File: src/pkg/itvc_pkg.sv
// Constants shared by the inductive transmitter voltage controller
package itvc_pkg;
	// ----------------------------------------
	// Clock and timing
	// ----------------------------------------
	localparam int CLK_MHZ          = 250;
	localparam int PING_WAIT_US     = 70;
	localparam int PING_WAIT_CYC    = PING_WAIT_US * CLK_MHZ;
	localparam int REMOVE_OFF_US    = 30;
	localparam int REMOVE_OFF_CYC   = REMOVE_OFF_US * CLK_MHZ;
	localparam int SETTLE_US        = 4;
	localparam int SETTLE_CYC       = SETTLE_US * CLK_MHZ;

	// ----------------------------------------
	// Voltage setpoint, LSB is half a millivolt
	// ----------------------------------------
	localparam int        VW          = 16;
	localparam logic [15:0] V_MIN_HMV   = 16'h1770;
	localparam logic [15:0] V_MAX_HMV   = 16'h5dc0;
	localparam logic [15:0] V_PING_HMV  = 16'h32c8;
	localparam logic [15:0] V_RESET_HMV = 16'h1770;

	// ----------------------------------------
	// Loop constants, feedback LSB is one millivolt
	// ----------------------------------------
	localparam int          KP_GAIN           = 1;
	localparam logic [17:0] LOOP_OUTPUT_LIMIT = 18'h005dc;
	localparam int          SV_HMV_PER_UNIT   = -1;

	// ----------------------------------------
	// Operating frequency in kHz, and signal strength acceptance threshold
	// ----------------------------------------
	localparam logic [7:0] F_PING_KHZ  = 8'h8c;
	localparam logic [7:0] F_MIN_KHZ   = 8'h69;
	localparam logic [7:0] F_STEP_KHZ  = 8'h05;
	localparam logic [7:0] SS_ACCEPT   = 8'h10;

	// ----------------------------------------
	// Controller states
	// ----------------------------------------
	typedef enum logic [2:0] {
		ST_IDLE,
		ST_PING,
		ST_WAIT_SS,
		ST_REMOVE,
		ST_TRANSFER,
		ST_FAIL
	} itvc_state_type;
endpackage

File: src/hw/itvc_top.sv
// Inductive transmitter voltage controller: ping sequencing and setpoint loop
//
// What this block does
// RL1: The commanded inverter supply stays within 3 V to 12 V, lower meaning less power.
// RL2: The setpoint moves in steps of half a millivolt, far finer than 50 mV.
// RL3: The first power signal of a ping is applied with the supply set to 6.5 V.
// RL4: The first ping runs the inverter at 140 kHz.
// RL5: With no signal strength packet after a ping, the power signal is removed.
// RL6: Retries step the frequency down within 105 to 140 kHz until strength is acceptable.
// RL7: During power transfer the loop adjusts the inverter supply voltage.
// RL8: The loop feedback is the coil voltage amplitude in millivolts, finer than 5 mV.
// RL9: Loop uses gain 1, no integral or derivative, output limit 1500, scale -0.5 mV.
// RL10: A user indicator gives distance feedback for placing the receiver.
// RL11: Each step adds the scaled clamped output to the setpoint and saturates it.
`timescale 1ns/1ps
module itvc_top #(
	parameter int PING_WAIT_CYC  = itvc_pkg::PING_WAIT_CYC,
	parameter int REMOVE_OFF_CYC = itvc_pkg::REMOVE_OFF_CYC,
	parameter int MAX_RETRIES    = 8
) (
	input  wire logic        clk,
	input  wire logic        rstn,
	input  wire logic        start,
	input  wire logic        stop,
	input  wire logic        ss_valid,
	input  wire logic [7:0]  ss_value,
	input  wire logic        meas_valid,
	input  wire logic [15:0] meas_mv,
	input  wire logic [15:0] target_mv,
	output logic             power_en,
	output logic      [7:0]  freq_khz,
	output logic      [15:0] vset_hmv,
	output logic             transfer,
	output logic             ping_fail,
	output logic      [2:0]  bar_level,
	output logic             aligned
);
	// ----------------------------------------
	// State and counters
	// ----------------------------------------
	itvc_pkg::itvc_state_type state_r;
	itvc_pkg::itvc_state_type state_nxt;

	logic [23:0] tmr_r;
	logic [23:0] tmr_nxt;

	logic [7:0]  freq_r;
	logic [7:0]  freq_nxt;

	logic [7:0]  retry_r;
	logic [7:0]  retry_nxt;

	logic        fail_r;
	logic        fail_nxt;
	logic        power_r;
	logic        power_nxt;
	logic        settle_r;
	logic        settle_nxt;

	logic [15:0] meas_r;
	logic        step_r;
	logic [15:0] target_r;

	// ----------------------------------------
	// Decodes
	// ----------------------------------------
	wire logic        ss_ok;
	wire logic        weak_ss;
	wire logic [23:0] tmr_inc;
	wire logic        wait_done;
	wire logic        off_done;
	wire logic        settle_done;
	wire logic [7:0]  freq_down;
	wire logic        freq_room;
	wire logic        retry_room;
	wire logic [7:0]  retry_inc;
	wire logic        abort_seen;
	wire logic        seq_end;
	wire logic        ping_load;
	wire logic        in_xfer;
	wire logic        ind_en;
	wire logic        step_ok;

	assign ss_ok       = ss_valid && (ss_value >= itvc_pkg::SS_ACCEPT); // see RL6
	// A weak report is handled like a missing one
	assign weak_ss     = ss_valid && !ss_ok; // see RL5

	assign tmr_inc     = tmr_r + 24'h000001;
	assign wait_done   = (tmr_r == 24'(PING_WAIT_CYC - 1));
	assign off_done    = (tmr_r == 24'(REMOVE_OFF_CYC - 1));
	assign settle_done = (tmr_r == 24'(itvc_pkg::SETTLE_CYC - 1));

	assign freq_down   = freq_r - itvc_pkg::F_STEP_KHZ;
	// A retry never runs below the lowest permitted frequency
	assign freq_room   = (freq_r >= (itvc_pkg::F_MIN_KHZ + itvc_pkg::F_STEP_KHZ)); // see RL6
	assign retry_room  = (retry_r < 8'(MAX_RETRIES));
	assign retry_inc   = retry_r + 8'h01;
	assign abort_seen  = (retry_r == 8'h00);
	assign seq_end     = abort_seen || !retry_room || !freq_room; // see RL6

	assign ping_load   = (state_r != itvc_pkg::ST_PING) && (state_nxt == itvc_pkg::ST_PING);
	assign in_xfer     = (state_r == itvc_pkg::ST_TRANSFER);
	assign ind_en      = (state_r == itvc_pkg::ST_WAIT_SS) || in_xfer;
	assign step_ok     = in_xfer && settle_r && meas_valid && !stop; // see RL7

	// ----------------------------------------
	// Sequencer
	// ----------------------------------------
	always_comb begin
		state_nxt  = state_r;
		tmr_nxt    = tmr_inc;
		freq_nxt   = freq_r;
		retry_nxt  = retry_r;
		fail_nxt   = fail_r;
		power_nxt  = power_r;
		settle_nxt = settle_r;
		case (state_r)
			itvc_pkg::ST_IDLE: begin
				power_nxt = 1'b0;
				tmr_nxt   = 24'h000000;
				if (start) begin
					state_nxt = itvc_pkg::ST_PING;
					freq_nxt  = itvc_pkg::F_PING_KHZ; // see RL4
					retry_nxt = 8'h00;
					fail_nxt  = 1'b0;
				end
			end

			itvc_pkg::ST_PING: begin
				// Setpoint is loaded on entry; give the rail one cycle before power
				power_nxt = 1'b1; // see RL3
				tmr_nxt   = 24'h000000;
				state_nxt = itvc_pkg::ST_WAIT_SS;
			end

			itvc_pkg::ST_WAIT_SS: begin
				if (stop) begin
					// An abort also ends the retry run, so removal returns to idle
					state_nxt = itvc_pkg::ST_REMOVE;
					power_nxt = 1'b0;
					tmr_nxt   = 24'h000000;
					retry_nxt = 8'h00;
				end else if (ss_ok) begin
					state_nxt  = itvc_pkg::ST_TRANSFER;
					tmr_nxt    = 24'h000000;
					settle_nxt = 1'b0;
				end else if (weak_ss || wait_done) begin
					// Missing or weak strength report ends this ping
					state_nxt = itvc_pkg::ST_REMOVE; // see RL5
					power_nxt = 1'b0; // see RL5
					tmr_nxt   = 24'h000000;
					retry_nxt = retry_inc;
				end
			end

			itvc_pkg::ST_REMOVE: begin
				power_nxt = 1'b0;
				if (stop) begin
					state_nxt = itvc_pkg::ST_IDLE;
				end else if (off_done) begin
					tmr_nxt = 24'h000000;
					if (seq_end) begin
						state_nxt = abort_seen ? itvc_pkg::ST_IDLE : itvc_pkg::ST_FAIL;
						fail_nxt  = !abort_seen; // see RL6
					end else begin
						state_nxt = itvc_pkg::ST_PING;
						freq_nxt  = freq_down; // see RL6
					end
				end
			end

			itvc_pkg::ST_TRANSFER: begin
				if (settle_done)
					settle_nxt = 1'b1;
				if (settle_r)
					tmr_nxt = tmr_r;
				if (stop) begin
					state_nxt = itvc_pkg::ST_REMOVE;
					power_nxt = 1'b0;
					tmr_nxt   = 24'h000000;
					retry_nxt = 8'h00;
				end
			end

			itvc_pkg::ST_FAIL: begin
				power_nxt = 1'b0;
				tmr_nxt   = 24'h000000;
				if (start) begin
					state_nxt = itvc_pkg::ST_PING;
					freq_nxt  = itvc_pkg::F_PING_KHZ;
					retry_nxt = 8'h00;
					fail_nxt  = 1'b0;
				end
			end

			default: begin
				state_nxt = itvc_pkg::ST_IDLE;
				power_nxt = 1'b0;
				tmr_nxt   = 24'h000000;
			end
		endcase
	end

	// ----------------------------------------
	// Sequencer registers
	// ----------------------------------------
	// One small block per register keeps each reset value beside its flop
	always_ff @(posedge clk or negedge rstn) begin
		if (!rstn)
			state_r <= itvc_pkg::ST_IDLE;
		else
			state_r <= state_nxt;
	end

	always_ff @(posedge clk or negedge rstn) begin
		if (!rstn)
			tmr_r <= 24'h000000;
		else
			tmr_r <= tmr_nxt;
	end

	always_ff @(posedge clk or negedge rstn) begin
		if (!rstn)
			freq_r <= itvc_pkg::F_PING_KHZ;
		else
			freq_r <= freq_nxt;
	end

	always_ff @(posedge clk or negedge rstn) begin
		if (!rstn)
			retry_r <= 8'h00;
		else
			retry_r <= retry_nxt;
	end

	always_ff @(posedge clk or negedge rstn) begin
		if (!rstn)
			fail_r <= 1'b0;
		else
			fail_r <= fail_nxt;
	end

	always_ff @(posedge clk or negedge rstn) begin
		if (!rstn)
			power_r <= 1'b0;
		else
			power_r <= power_nxt;
	end

	always_ff @(posedge clk or negedge rstn) begin
		if (!rstn)
			settle_r <= 1'b0;
		else
			settle_r <= settle_nxt;
	end

	// ----------------------------------------
	// Feedback capture
	// ----------------------------------------
	// Samples are ignored until the rail has settled after transfer starts
	always_ff @(posedge clk or negedge rstn) begin
		if (!rstn)
			step_r <= 1'b0;
		else
			step_r <= step_ok; // see RL7
	end

	always_ff @(posedge clk or negedge rstn) begin
		if (!rstn) begin
			meas_r   <= 16'h0000;
			target_r <= 16'h0000;
		end else if (meas_valid) begin
			meas_r   <= meas_mv; // see RL8
			target_r <= target_mv;
		end
	end

	// ----------------------------------------
	// Loop and indicator
	// ----------------------------------------
	itvc_pid u_pid (
		.clk       (clk),
		.rstn      (rstn),
		.load      (ping_load),
		.step      (step_r),
		.target_mv (target_r),
		.meas_mv   (meas_r),
		.vset      (vset_hmv)
	);

	itvc_align u_align (
		.clk       (clk),
		.rstn      (rstn),
		.enable    (ind_en),
		.ss_valid  (ss_valid),
		.ss_value  (ss_value),
		.bar_level (bar_level),
		.aligned   (aligned)
	);

	// ----------------------------------------
	// Outputs
	// ----------------------------------------
	assign power_en  = power_r;
	assign freq_khz  = freq_r;
	assign transfer  = in_xfer;
	assign ping_fail = fail_r;
endmodule

File: src/hw/itvc_pid.sv
// One proportional loop step on the inverter supply setpoint
`timescale 1ns/1ps
module itvc_pid (
	input  wire logic        clk,
	input  wire logic        rstn,
	input  wire logic        load,
	input  wire logic        step,
	input  wire logic [15:0] target_mv,
	input  wire logic [15:0] meas_mv,
	output logic      [15:0] vset
);
	// ----------------------------------------
	// Error, gain and output clamp
	// ----------------------------------------
	wire logic signed [17:0] err;
	wire logic signed [17:0] lim_pos;
	wire logic signed [17:0] lim_neg;
	wire logic signed [17:0] pid_out;
	wire logic signed [19:0] sum;
	wire logic        [15:0] vset_nxt;

	assign err     = 18'(signed'({2'b00, target_mv})) - 18'(signed'({2'b00, meas_mv}));
	assign lim_pos = signed'(itvc_pkg::LOOP_OUTPUT_LIMIT);
	assign lim_neg = -lim_pos;
	// Gains Ki and Kd are zero, so no integrator or history is kept
	assign pid_out = (err > lim_pos) ? lim_pos : (err < lim_neg) ? lim_neg : err; // see RL9
	// Negative scaling: one output unit lowers the setpoint by half a millivolt
	assign sum     = 20'(signed'({4'h0, vset})) + 20'(pid_out) * 20'(itvc_pkg::SV_HMV_PER_UNIT); // see RL11
	assign vset_nxt = (sum < 20'(signed'({4'h0, itvc_pkg::V_MIN_HMV}))) ? itvc_pkg::V_MIN_HMV :
	                  (sum > 20'(signed'({4'h0, itvc_pkg::V_MAX_HMV}))) ? itvc_pkg::V_MAX_HMV :
	                  sum[15:0]; // see RL1

	// ----------------------------------------
	// Setpoint register
	// ----------------------------------------
	always_ff @(posedge clk or negedge rstn) begin
		if (!rstn)
			vset <= itvc_pkg::V_RESET_HMV;
		else if (load)
			vset <= itvc_pkg::V_PING_HMV; // see RL3
		else if (step)
			vset <= vset_nxt; // see RL2, RL7
	end
endmodule

File: src/hw/itvc_align.sv
// Alignment indicator driven from the reported signal strength
`timescale 1ns/1ps
module itvc_align (
	input  wire logic       clk,
	input  wire logic       rstn,
	input  wire logic       enable,
	input  wire logic       ss_valid,
	input  wire logic [7:0] ss_value,
	output logic      [2:0] bar_level,
	output logic            aligned
);
	// ----------------------------------------
	// Distance bar and placement flag
	// ----------------------------------------
	wire logic [2:0] bar_nxt;
	wire logic       ok_nxt;

	assign bar_nxt = ss_value[7:5];
	assign ok_nxt  = (ss_value >= itvc_pkg::SS_ACCEPT);

	always_ff @(posedge clk or negedge rstn) begin
		if (!rstn) begin
			bar_level <= 3'h0;
			aligned   <= 1'b0;
		end else if (!enable) begin
			bar_level <= 3'h0;
			aligned   <= 1'b0;
		end else if (ss_valid) begin
			bar_level <= bar_nxt; // see RL10
			aligned   <= ok_nxt; // see RL10
		end
	end
endmodule

File: config.mk
export PLATFORM = sky130hd
export DESIGN_NAME = itvc_top
export DESIGN_NICKNAME = d
export VERILOG_FILES = /design/src/pkg/itvc_pkg.sv /design/src/hw/itvc_top.sv /design/src/hw/itvc_pid.sv /design/src/hw/itvc_align.sv
export SDC_FILE = /design/constraint.sdc
export NUM_CORES = 1
export LEC_CHECK = 0
export BUFFER_PORTS_ARGS = -buffer_cell sky130_fd_sc_hd__clkbuf_2
export CAP_MARGIN = 20
export CORE_UTILIZATION = 50
export CTS_BUF_LIST = sky130_fd_sc_hd__clkbuf_16
export DETAILED_ROUTE_END_ITERATION = 8
export PLACE_DENSITY = 0.7
export REMOVE_ABC_BUFFERS = 1
export SETUP_SLACK_MARGIN = 0.05
export SYNTH_ARGS = -nofsm -noshare
export SYNTH_HDL_FRONTEND = slang
export SYNTH_HIERARCHICAL = 1
export SYNTH_SLANG_ARGS = --single-unit
export TNS_END_PERCENT = 50
File: constraint.sdc
create_clock -name clk -period 9.3 [get_ports clk]
set_input_delay 0 -clock clk [delete_from_list [all_inputs] [get_ports clk]]
set_output_delay 0 -clock clk [all_outputs]
set_load 0.01 [all_outputs]
==> impl_metrics.csv, run 1 <==
group,metric,value,unit
yosys,syn-cell-area,0.00709,mm^2
status,status,"complete, no violations",
floorplan,initial_core_util,0.511,
place,numPortBuffers,72,
yosys,yosys_warnings,6,
yosys,synth-async-reset-ratio,1.00,
sta,tns,0,ns
yosys,synth_area_per_cell,9.08,um^2
clock_tree,post_cts_buffers,0,
clock_tree,clk_latency,0.35,ns
grt,grt_use_total,0.244,
pwr,powerDensity,244,mW/mm^2
sta,finalSetupViolCount,0,
setup_path,startpoint_type,"flip-flop",
cells_and_area,antennaDiodeCount,0,
floorplan,ioPinCount,77,
setup_path,critPathKind,"reg2reg",
sta,hold_violations,0,
clock_tree,cts_tree,"yes",
grt,grt_pass1_wl,28.6,mm
run,cap_violations,0,
grt,grt_pass1_vias,6125,
setup_path,crit_required,9.53,ns
place,place.gp.congestion,0.957,
clock_tree,cts-resized-gates,0,
floorplan,dieHeight,121,um
pwr,power.total,2.02,mW
cells_and_area,drive_above_1_share,0.187,
setup_path,reg2reg_to,"u_pid/vset[7]$_DFFE_PN0P_",
cells_and_area,n_fill_cell,1181,
yosys,synthTopCellsByArea,"dfrtp_1 (31%), ha_1 (6.9%), mux2_2 (5.4%), nor2_1 (4.6%), dfstp_2 (3.7%)",
setup_path,reg2reg_from,"target_r[0]$_DFFE_PN0P_",
yosys,yosys_most_used_dff,"dfrtp_1",
cells_and_area,nNetsFinal,968,
sta,clock_skew,0.00828,ns
place,dpl.hpwl,12.6,mm
clock_tree,cts_sinks,99,
hold_path,hold_end,"state_r[1]$_DFF_PN0_",
hold_path,hp-start,"stop",
sta,fin_crit,6.63,ns
grt,grt_max_degree,68,
sta,worst_pin_slew,1.02,ns
setup_path,critPathMaxFanout,9,
clock_tree,cts-buffers-inserted,9,
grt,antenna_found_initial,0,
routing,wl_per_cell,16.3,um
pwr,power_leakage,3.73,nW
setup_path,critPathCaptureType,"flip-flop",
floorplan,dieArea,0.0147,mm^2
routing,viasPerCell,5.93,
clock_tree,root_buffer,"clkbuf_16",
setup_path,cp.arrival,6.86,ns
floorplan,core.rowCount,43,
hold_path,whs_path_depth,3,
clock_tree,htreeDepth,3,
clock_tree,clkSlewWorstSetupHoldPaths,0.08,ns
sta,fmax,151,MHz
pwr,ir_drop,150,uV
yosys,ys_types,89,
yosys,synth_top_cell_area_share,0.314,
cells_and_area,postLayoutCellArea,0.00827,mm^2
sta,slew_headroom,0.318,
clock_tree,clock_path_buffers,2,
setup_path,rrSetupSlack,2.67,ns
routing,via_count,6317,
place,place_area,0.00757,mm^2
routing,routed_wl,17.4,mm
yosys,ys_seq_elements,99,
routing,ant_nets,0,
yosys,seq_area_frac_synth,0.351,
yosys,synth-edff-count,0,
floorplan,core,0.0139,mm^2
routing,drt-initial-drc-count,489,
cells_and_area,area_delta_synth_final,16.6,%
floorplan,die_w,121,um
grt,grt_overflow,0,
routing,dr.pass1.iters,5,
hold_path,hp-class,"in2reg",
sta,rsz0062_at_grt,"no",
yosys,synth_cells,781,
routing,drc,0,
yosys,yosys.area.top_type,"dfrtp_1",
sta,period_share,0.713,
setup_path,r2r_cells,25,
sta,slew_violations,0,
[through the flow]
stage | setup slack, ns | std cells | hold WS [ns] | utilization
2_1_floorplan | 3.37 | 756 | -0.296 | -
3_3_place_gp | 2.84 | 1010 | -0.0433 | 0.545
3_5_place_dp | 2.80 | 1010 | -0.0343 | 0.545
4_1_cts | 2.74 | 1065 | 0.0749 | 0.595
5_1_grt | 2.19 | 1066 | 0.104 | 0.596
6_report | 2.67 | 1066 | 0.0935 | 0.596
[critical path, cell delays in order (launching register included)]
cell and delay, ns:
dfrtp_1 0.38, inv_1 0.06, ha_1 0.18, fa_1 0.28, nor2b_4 0.06, o311a_4 0.32, o21a_4 0.24, a41oi_1 0.32
o21bai_1 0.11, a21o_1 0.25, nand4b_1 0.19, ha_1 0.43, inv_1 0.19, nand2_1 0.12, or2_2 0.34, ha_1 0.30
nand2b_1 0.07, a21boi_0 0.52, o31ai_1 0.22, a2111oi_0 0.52, nor4_1 0.13, o2111ai_1 0.30, a21boi_0 0.16, mux2i_2 0.38
nand2_1 0.11, a221o_1 0.33
[Yosys cell counts (all sizes together), types with 12 or more instances]
master / n
a21oi: 30
and3: 17
buf: 12
clkbuf: 13
dfrtp: 89
ha: 39
inv: 47
mux2: 34
nand2: 54
nand2b: 12
nand3: 29
nor2: 87
nor2b: 14
nor3: 15
o211ai: 12
o21a: 16
o21ai: 44
xnor2: 16
xor2: 28
[routing by layer]
metal	share of wire	up-vias	global-route usage	wire length, um
met3	0.044	36	0.0367	767
met1	0.43	3036	0.299	7410
li1	-	3039	-	-
met2	0.50	206	0.431	8700
met5	0	-	0	0
met4	0.028	0	0.0965	479
[report_power, final]
part | switching (mW) | internal, mW | leakage, nW
combinational | 0.652 | 0.426 | 2.35
sequential | 0.0743 | 0.497 | 1.24
clock | 0.178 | 0.189 | 0.143
[logic make-up after synthesis]
kind of cell               after synthesis  share of synthesized area
xor gates and xnor gates                44                     0.0565
AOI/OAI and AO/OA                      192                      0.198
adders and majority gates               41                     0.0745
and+or+nand+nor                        291                      0.212
DFF                                     99                      0.351
buffers and inverters                   72                     0.0425
muxes                                   42                     0.0658
[sequential cells by signal, indices dropped and copies added (netlist names), 3 cells and up]
register / cells
freq_khz: 8
u_pid/vset: 16
meas_r: 16
u_align/bar_level: 3
state_r: 3
retry_r: 8
target_r: 16
tmr_r: 24
[timing repair]
| item | in CTS | in global routing |
|---|---|---|
| hold buffers | 39 | 0 |
| endpoints found under the hold margin | 68 | 0 |
| setup endpoints to repair | 0 | 0 |
[cells in the final DEF, fill, tap and decap left out, drive strengths merged, types with 14 or more instances in the layout]
master       netlist  final
nor2b             14     14
nor2              87     87
xnor2             16     16
mux2              34     34
ha                39     39
nand3             29     29
xor2              28     28
a21oi             30     30
inv               47     50
clkbuf            13     80
dfrtp             89     89
nand2             54     54
o21ai             44     44
nor3              15     15
o21a              16     16
and3              17     17
dlygate4sd3        0     39
[cell type report]
cell class	instances	area (um^2)	area share
multi-input combinational	610	4300	0.520
sequential	99	2490	0.301
timing repair buffer	114	783	0.0947
clock buffer	9	225	0.0272
tap	180	225	0.0272
inverter	47	176	0.0213
clock inverter	7	68.8	0.00832
[worst max path at each step]
stage | from | to | cells past startpoint
detailed placement | target_r[0]$_DFFE_PN0P_ | u_pid/vset[7]$_DFFE_PN0P_ | 27
global placement | target_r[0]$_DFFE_PN0P_ | u_pid/vset[7]$_DFFE_PN0P_ | 25
global route | target_r[0]$_DFFE_PN0P_ | u_pid/vset[7]$_DFFE_PN0P_ | 27
finish | target_r[0]$_DFFE_PN0P_ | u_pid/vset[7]$_DFFE_PN0P_ | 25
floorplan | meas_r[0]$_DFFE_PN0P_ | u_pid/vset[7]$_DFFE_PN0P_ | 22
CTS | target_r[0]$_DFFE_PN0P_ | u_pid/vset[7]$_DFFE_PN0P_ | 27
Note: power is estimated with default switching activity, not from simulation.
==> run 2: changes to the inputs <==
--- a/config.mk
+++ b/config.mk
@@ -10,7 +10,7 @@
 export CORE_UTILIZATION = 50
 export CTS_BUF_LIST = sky130_fd_sc_hd__clkbuf_16
 export DETAILED_ROUTE_END_ITERATION = 8
-export PLACE_DENSITY = 0.7
+export PLACE_DENSITY = 0.72
 export REMOVE_ABC_BUFFERS = 1
 export SETUP_SLACK_MARGIN = 0.05
 export SYNTH_ARGS = -nofsm -noshare
==> constraint.sdc (replaced) <==
create_clock -name clk -period 5.9 [get_ports clk]
set_input_delay 0 -clock clk [delete_from_list [all_inputs] [get_ports clk]]
set_output_delay 0 -clock clk [all_outputs]
set_load 0.01 [all_outputs]
==> impl_metrics.csv, run 2 (synthesis gave the netlist of run 1 again) <==
group,metric,value,unit
routing,ant_nets,0,
setup_path,crit_top_cell,"ha_1",
floorplan,core.rowCount,43,
clock_tree,root_buffer,"clkbuf_16",
grt,grt_pass1_vias,5876,
setup_path,cp.arrival,5.94,ns
place,place_ws,-0.0408,ns
pwr,ir_drop,244,uV
cells_and_area,mostFrequentLayoutCell,"dfrtp_1",
status,status,"complete, no violations",
clock_tree,cts_tree,"yes",
pwr,power_leakage,3.93,nW
sta,hold_violations,0,
run,cap_violations,0,
cells_and_area,final_cell_mix,"dfrtp_1 (89), nor2_1 (84), clkbuf_2 (71)",
routing,routed_wl,17.8,mm
clock_tree,cts-buffers-inserted,9,
setup_path,critPathKind,"reg2reg",
cells_and_area,stdcell_count,1100,
grt,antenna_found_initial,0,
hold_path,hp-start,"ss_valid",
pwr,powerDensity,396,mW/mm^2
sta,worst_pin_slew,1.04,ns
sta,clock_skew,0.00592,ns
clock_tree,cts_sinks,99,
place,numPortBuffers,72,
clock_tree,clock_path_buffers,2,
setup_path,worst-path-buf-inv,2,
grt,grt_overflow,0,
floorplan,die_w,121,um
setup_path,critPathSlowestCell,"or4_1",
routing,viasPerCell,5.76,
routing,drc,0,
place,dpl.hpwl,12.5,mm
clock_tree,clk_latency,0.35,ns
setup_path,reg2reg_from,"meas_r[0]$_DFFE_PN0P_",
place,dp.cells,1037,
routing,dr.pass1.iters,5,
sta,slew_headroom,0.304,
sta,fmax,175,MHz
routing,via_count,6335,
setup_path,path_delay_family,"compound AO/OA/AOI/OAI gates",
hold_path,hp-class,"in2reg",
cells_and_area,drive_above_1_share,0.260,
setup_path,startpoint_type,"flip-flop",
setup_path,crit_required,6.14,ns
routing,wl_per_cell,16.2,um
setup_path,critical_path.cell_chain,"ha_2 > fa_2 > nor2b_4 > o311a_4 > o21a_4 > mux2i_1 > nor2_1 > a21oi_2 > nand4b_1 > ha_1 > inv_1 > buf_4 > a21boi_1 > ha_1 > a211o_1 > or2_0 > o211a_1 > or4_1 > a22oi_2 > nand3b_1 > mux2i_4 > nand2_1 > a221o_1",
sta,tns,0,ns
place,place.gp.congestion,0.880,
cells_and_area,regMostFlops,"tmr_r",
grt,grt_pass1_wl,27.8,mm
hold_path,whs_path_depth,3,
setup_path,r2r_cells,23,
setup_path,critPathMaxFanout,6,
cells_and_area,area_delta_synth_final,23.7,%
sta,slew_violations,0,
grt,grt_use_total,0.238,
sta,period_share,0.967,
routing,drt-initial-drc-count,340,
setup_path,reg2reg_to,"u_pid/vset[7]$_DFFE_PN0P_",
setup_path,cpPeakStageDelay,0.56,ns
cells_and_area,n_fill_cell,1172,
setup_path,cp.depth,23,
clock_tree,clkSlewWorstSetupHoldPaths,0.07,ns
sta,setup_ws,0.192,ns
floorplan,dieArea,0.0147,mm^2
setup_path,critPathCaptureType,"flip-flop",
floorplan,ioPinCount,77,
cells_and_area,largest_reg_flops,24,
sta,fin_crit,5.71,ns
setup_path,rrSetupSlack,0.19,ns
clock_tree,htreeDepth,3,
floorplan,initial_core_util,0.511,
floorplan,dieHeight,121,um
sta,finalSetupViolCount,0,
cells_and_area,nNetsFinal,1002,
grt,grt_max_degree,71,
cells_and_area,antennaDiodeCount,0,
floorplan,core,0.0139,mm^2
hold_path,hold_end,"u_align/bar_level[1]$_DFFE_PN0P_",
==> run 2: cell count changes in the layout (fill, tap and decap cells not counted), sizes merged <==
cell / delta
buf: +34
bufinv: +1
clkinv: +1
clkinvlp: -1
inv: -1
==> run 2: worst max path at each step <==
stage                                  startpoint                         to  slack, ns
after floorplan             meas_r[0]$_DFFE_PN0P_  u_pid/vset[7]$_DFFE_PN0P_      -0.03
after global placement    target_r[0]$_DFFE_PN0P_  u_pid/vset[7]$_DFFE_PN0P_       0.11
after detailed placement  target_r[0]$_DFFE_PN0P_  u_pid/vset[7]$_DFFE_PN0P_      -0.04
after CTS                 target_r[0]$_DFFE_PN0P_  u_pid/vset[7]$_DFFE_PN0P_       0.05
after global routing        meas_r[0]$_DFFE_PN0P_  u_pid/vset[7]$_DFFE_PN0P_      -0.05
final                       meas_r[0]$_DFFE_PN0P_  u_pid/vset[7]$_DFFE_PN0P_       0.19
==> run 2: timing repair <==
item | 4_1_cts | 5_1_grt
setup buffers | 0 | 7
pin swaps | 1 | 23
hold buffers | 39 | 0
setup endpoints to repair | 7 | 15
hold endpoints to repair | 65 | 0
gates resized for setup | 2 | 47
==> run 2: final cells by class <==
| cell class | count | area (um^2) | share of cell area |
|---|---|---|---|
| flip-flops and latches | 99 | 2490 | 0.284 |
| repair buffers | 148 | 1030 | 0.118 |
| inverters | 47 | 176 | 0.0201 |
| well taps | 180 | 225 | 0.0257 |
| clock buffers | 9 | 225 | 0.0257 |
| multi-input cells | 610 | 4540 | 0.518 |
| clock inverters | 7 | 76.3 | 0.00870 |
==> run 2: per-layer routing <==
| layer | GRT usage | vias up | part of all wire |
|---|---|---|---|
| met3 | 0.0315 | 31 | 0.038 |
| met2 | 0.409 | 163 | 0.50 |
| met5 | 0 | - | 0 |
| met4 | 0.0934 | 0 | 0.029 |
| met1 | 0.302 | 3030 | 0.43 |
| li1 | - | 3111 | - |
==> run 2: tightest hold or removal path, stage by stage <==
cell	delay (ns)
clkbuf_2	0.18
mux2i_1	0.18
nor2b_1	0.06
==> run 2: per-stage QoR <==
| stage | util | hold slack, ns | power, mW | instance area [um^2] |
|---|---|---|---|---|
| 2_1_floorplan | - | -0.296 | 2.11 | 6970 |
| 3_3_place_gp | 0.560 | -0.0518 | 2.61 | 7770 |
| 3_5_place_dp | 0.560 | -0.0518 | 2.63 | 7770 |
| 4_1_cts | 0.610 | 0.0990 | 3.27 | 8470 |
| 5_1_grt | 0.632 | 0.134 | 3.72 | 8770 |
| 6_report | 0.632 | 0.110 | 3.47 | 8770 |
==> run 2: where the power goes <==
part	total, mW	switching, mW	leakage (nW)	internal [mW]
registers	0.897	0.113	1.24	0.784
clock network	0.602	0.269	0.149	0.333
logic	1.98	1.15	2.54	0.830
total	3.47	1.53	3.93	1.95
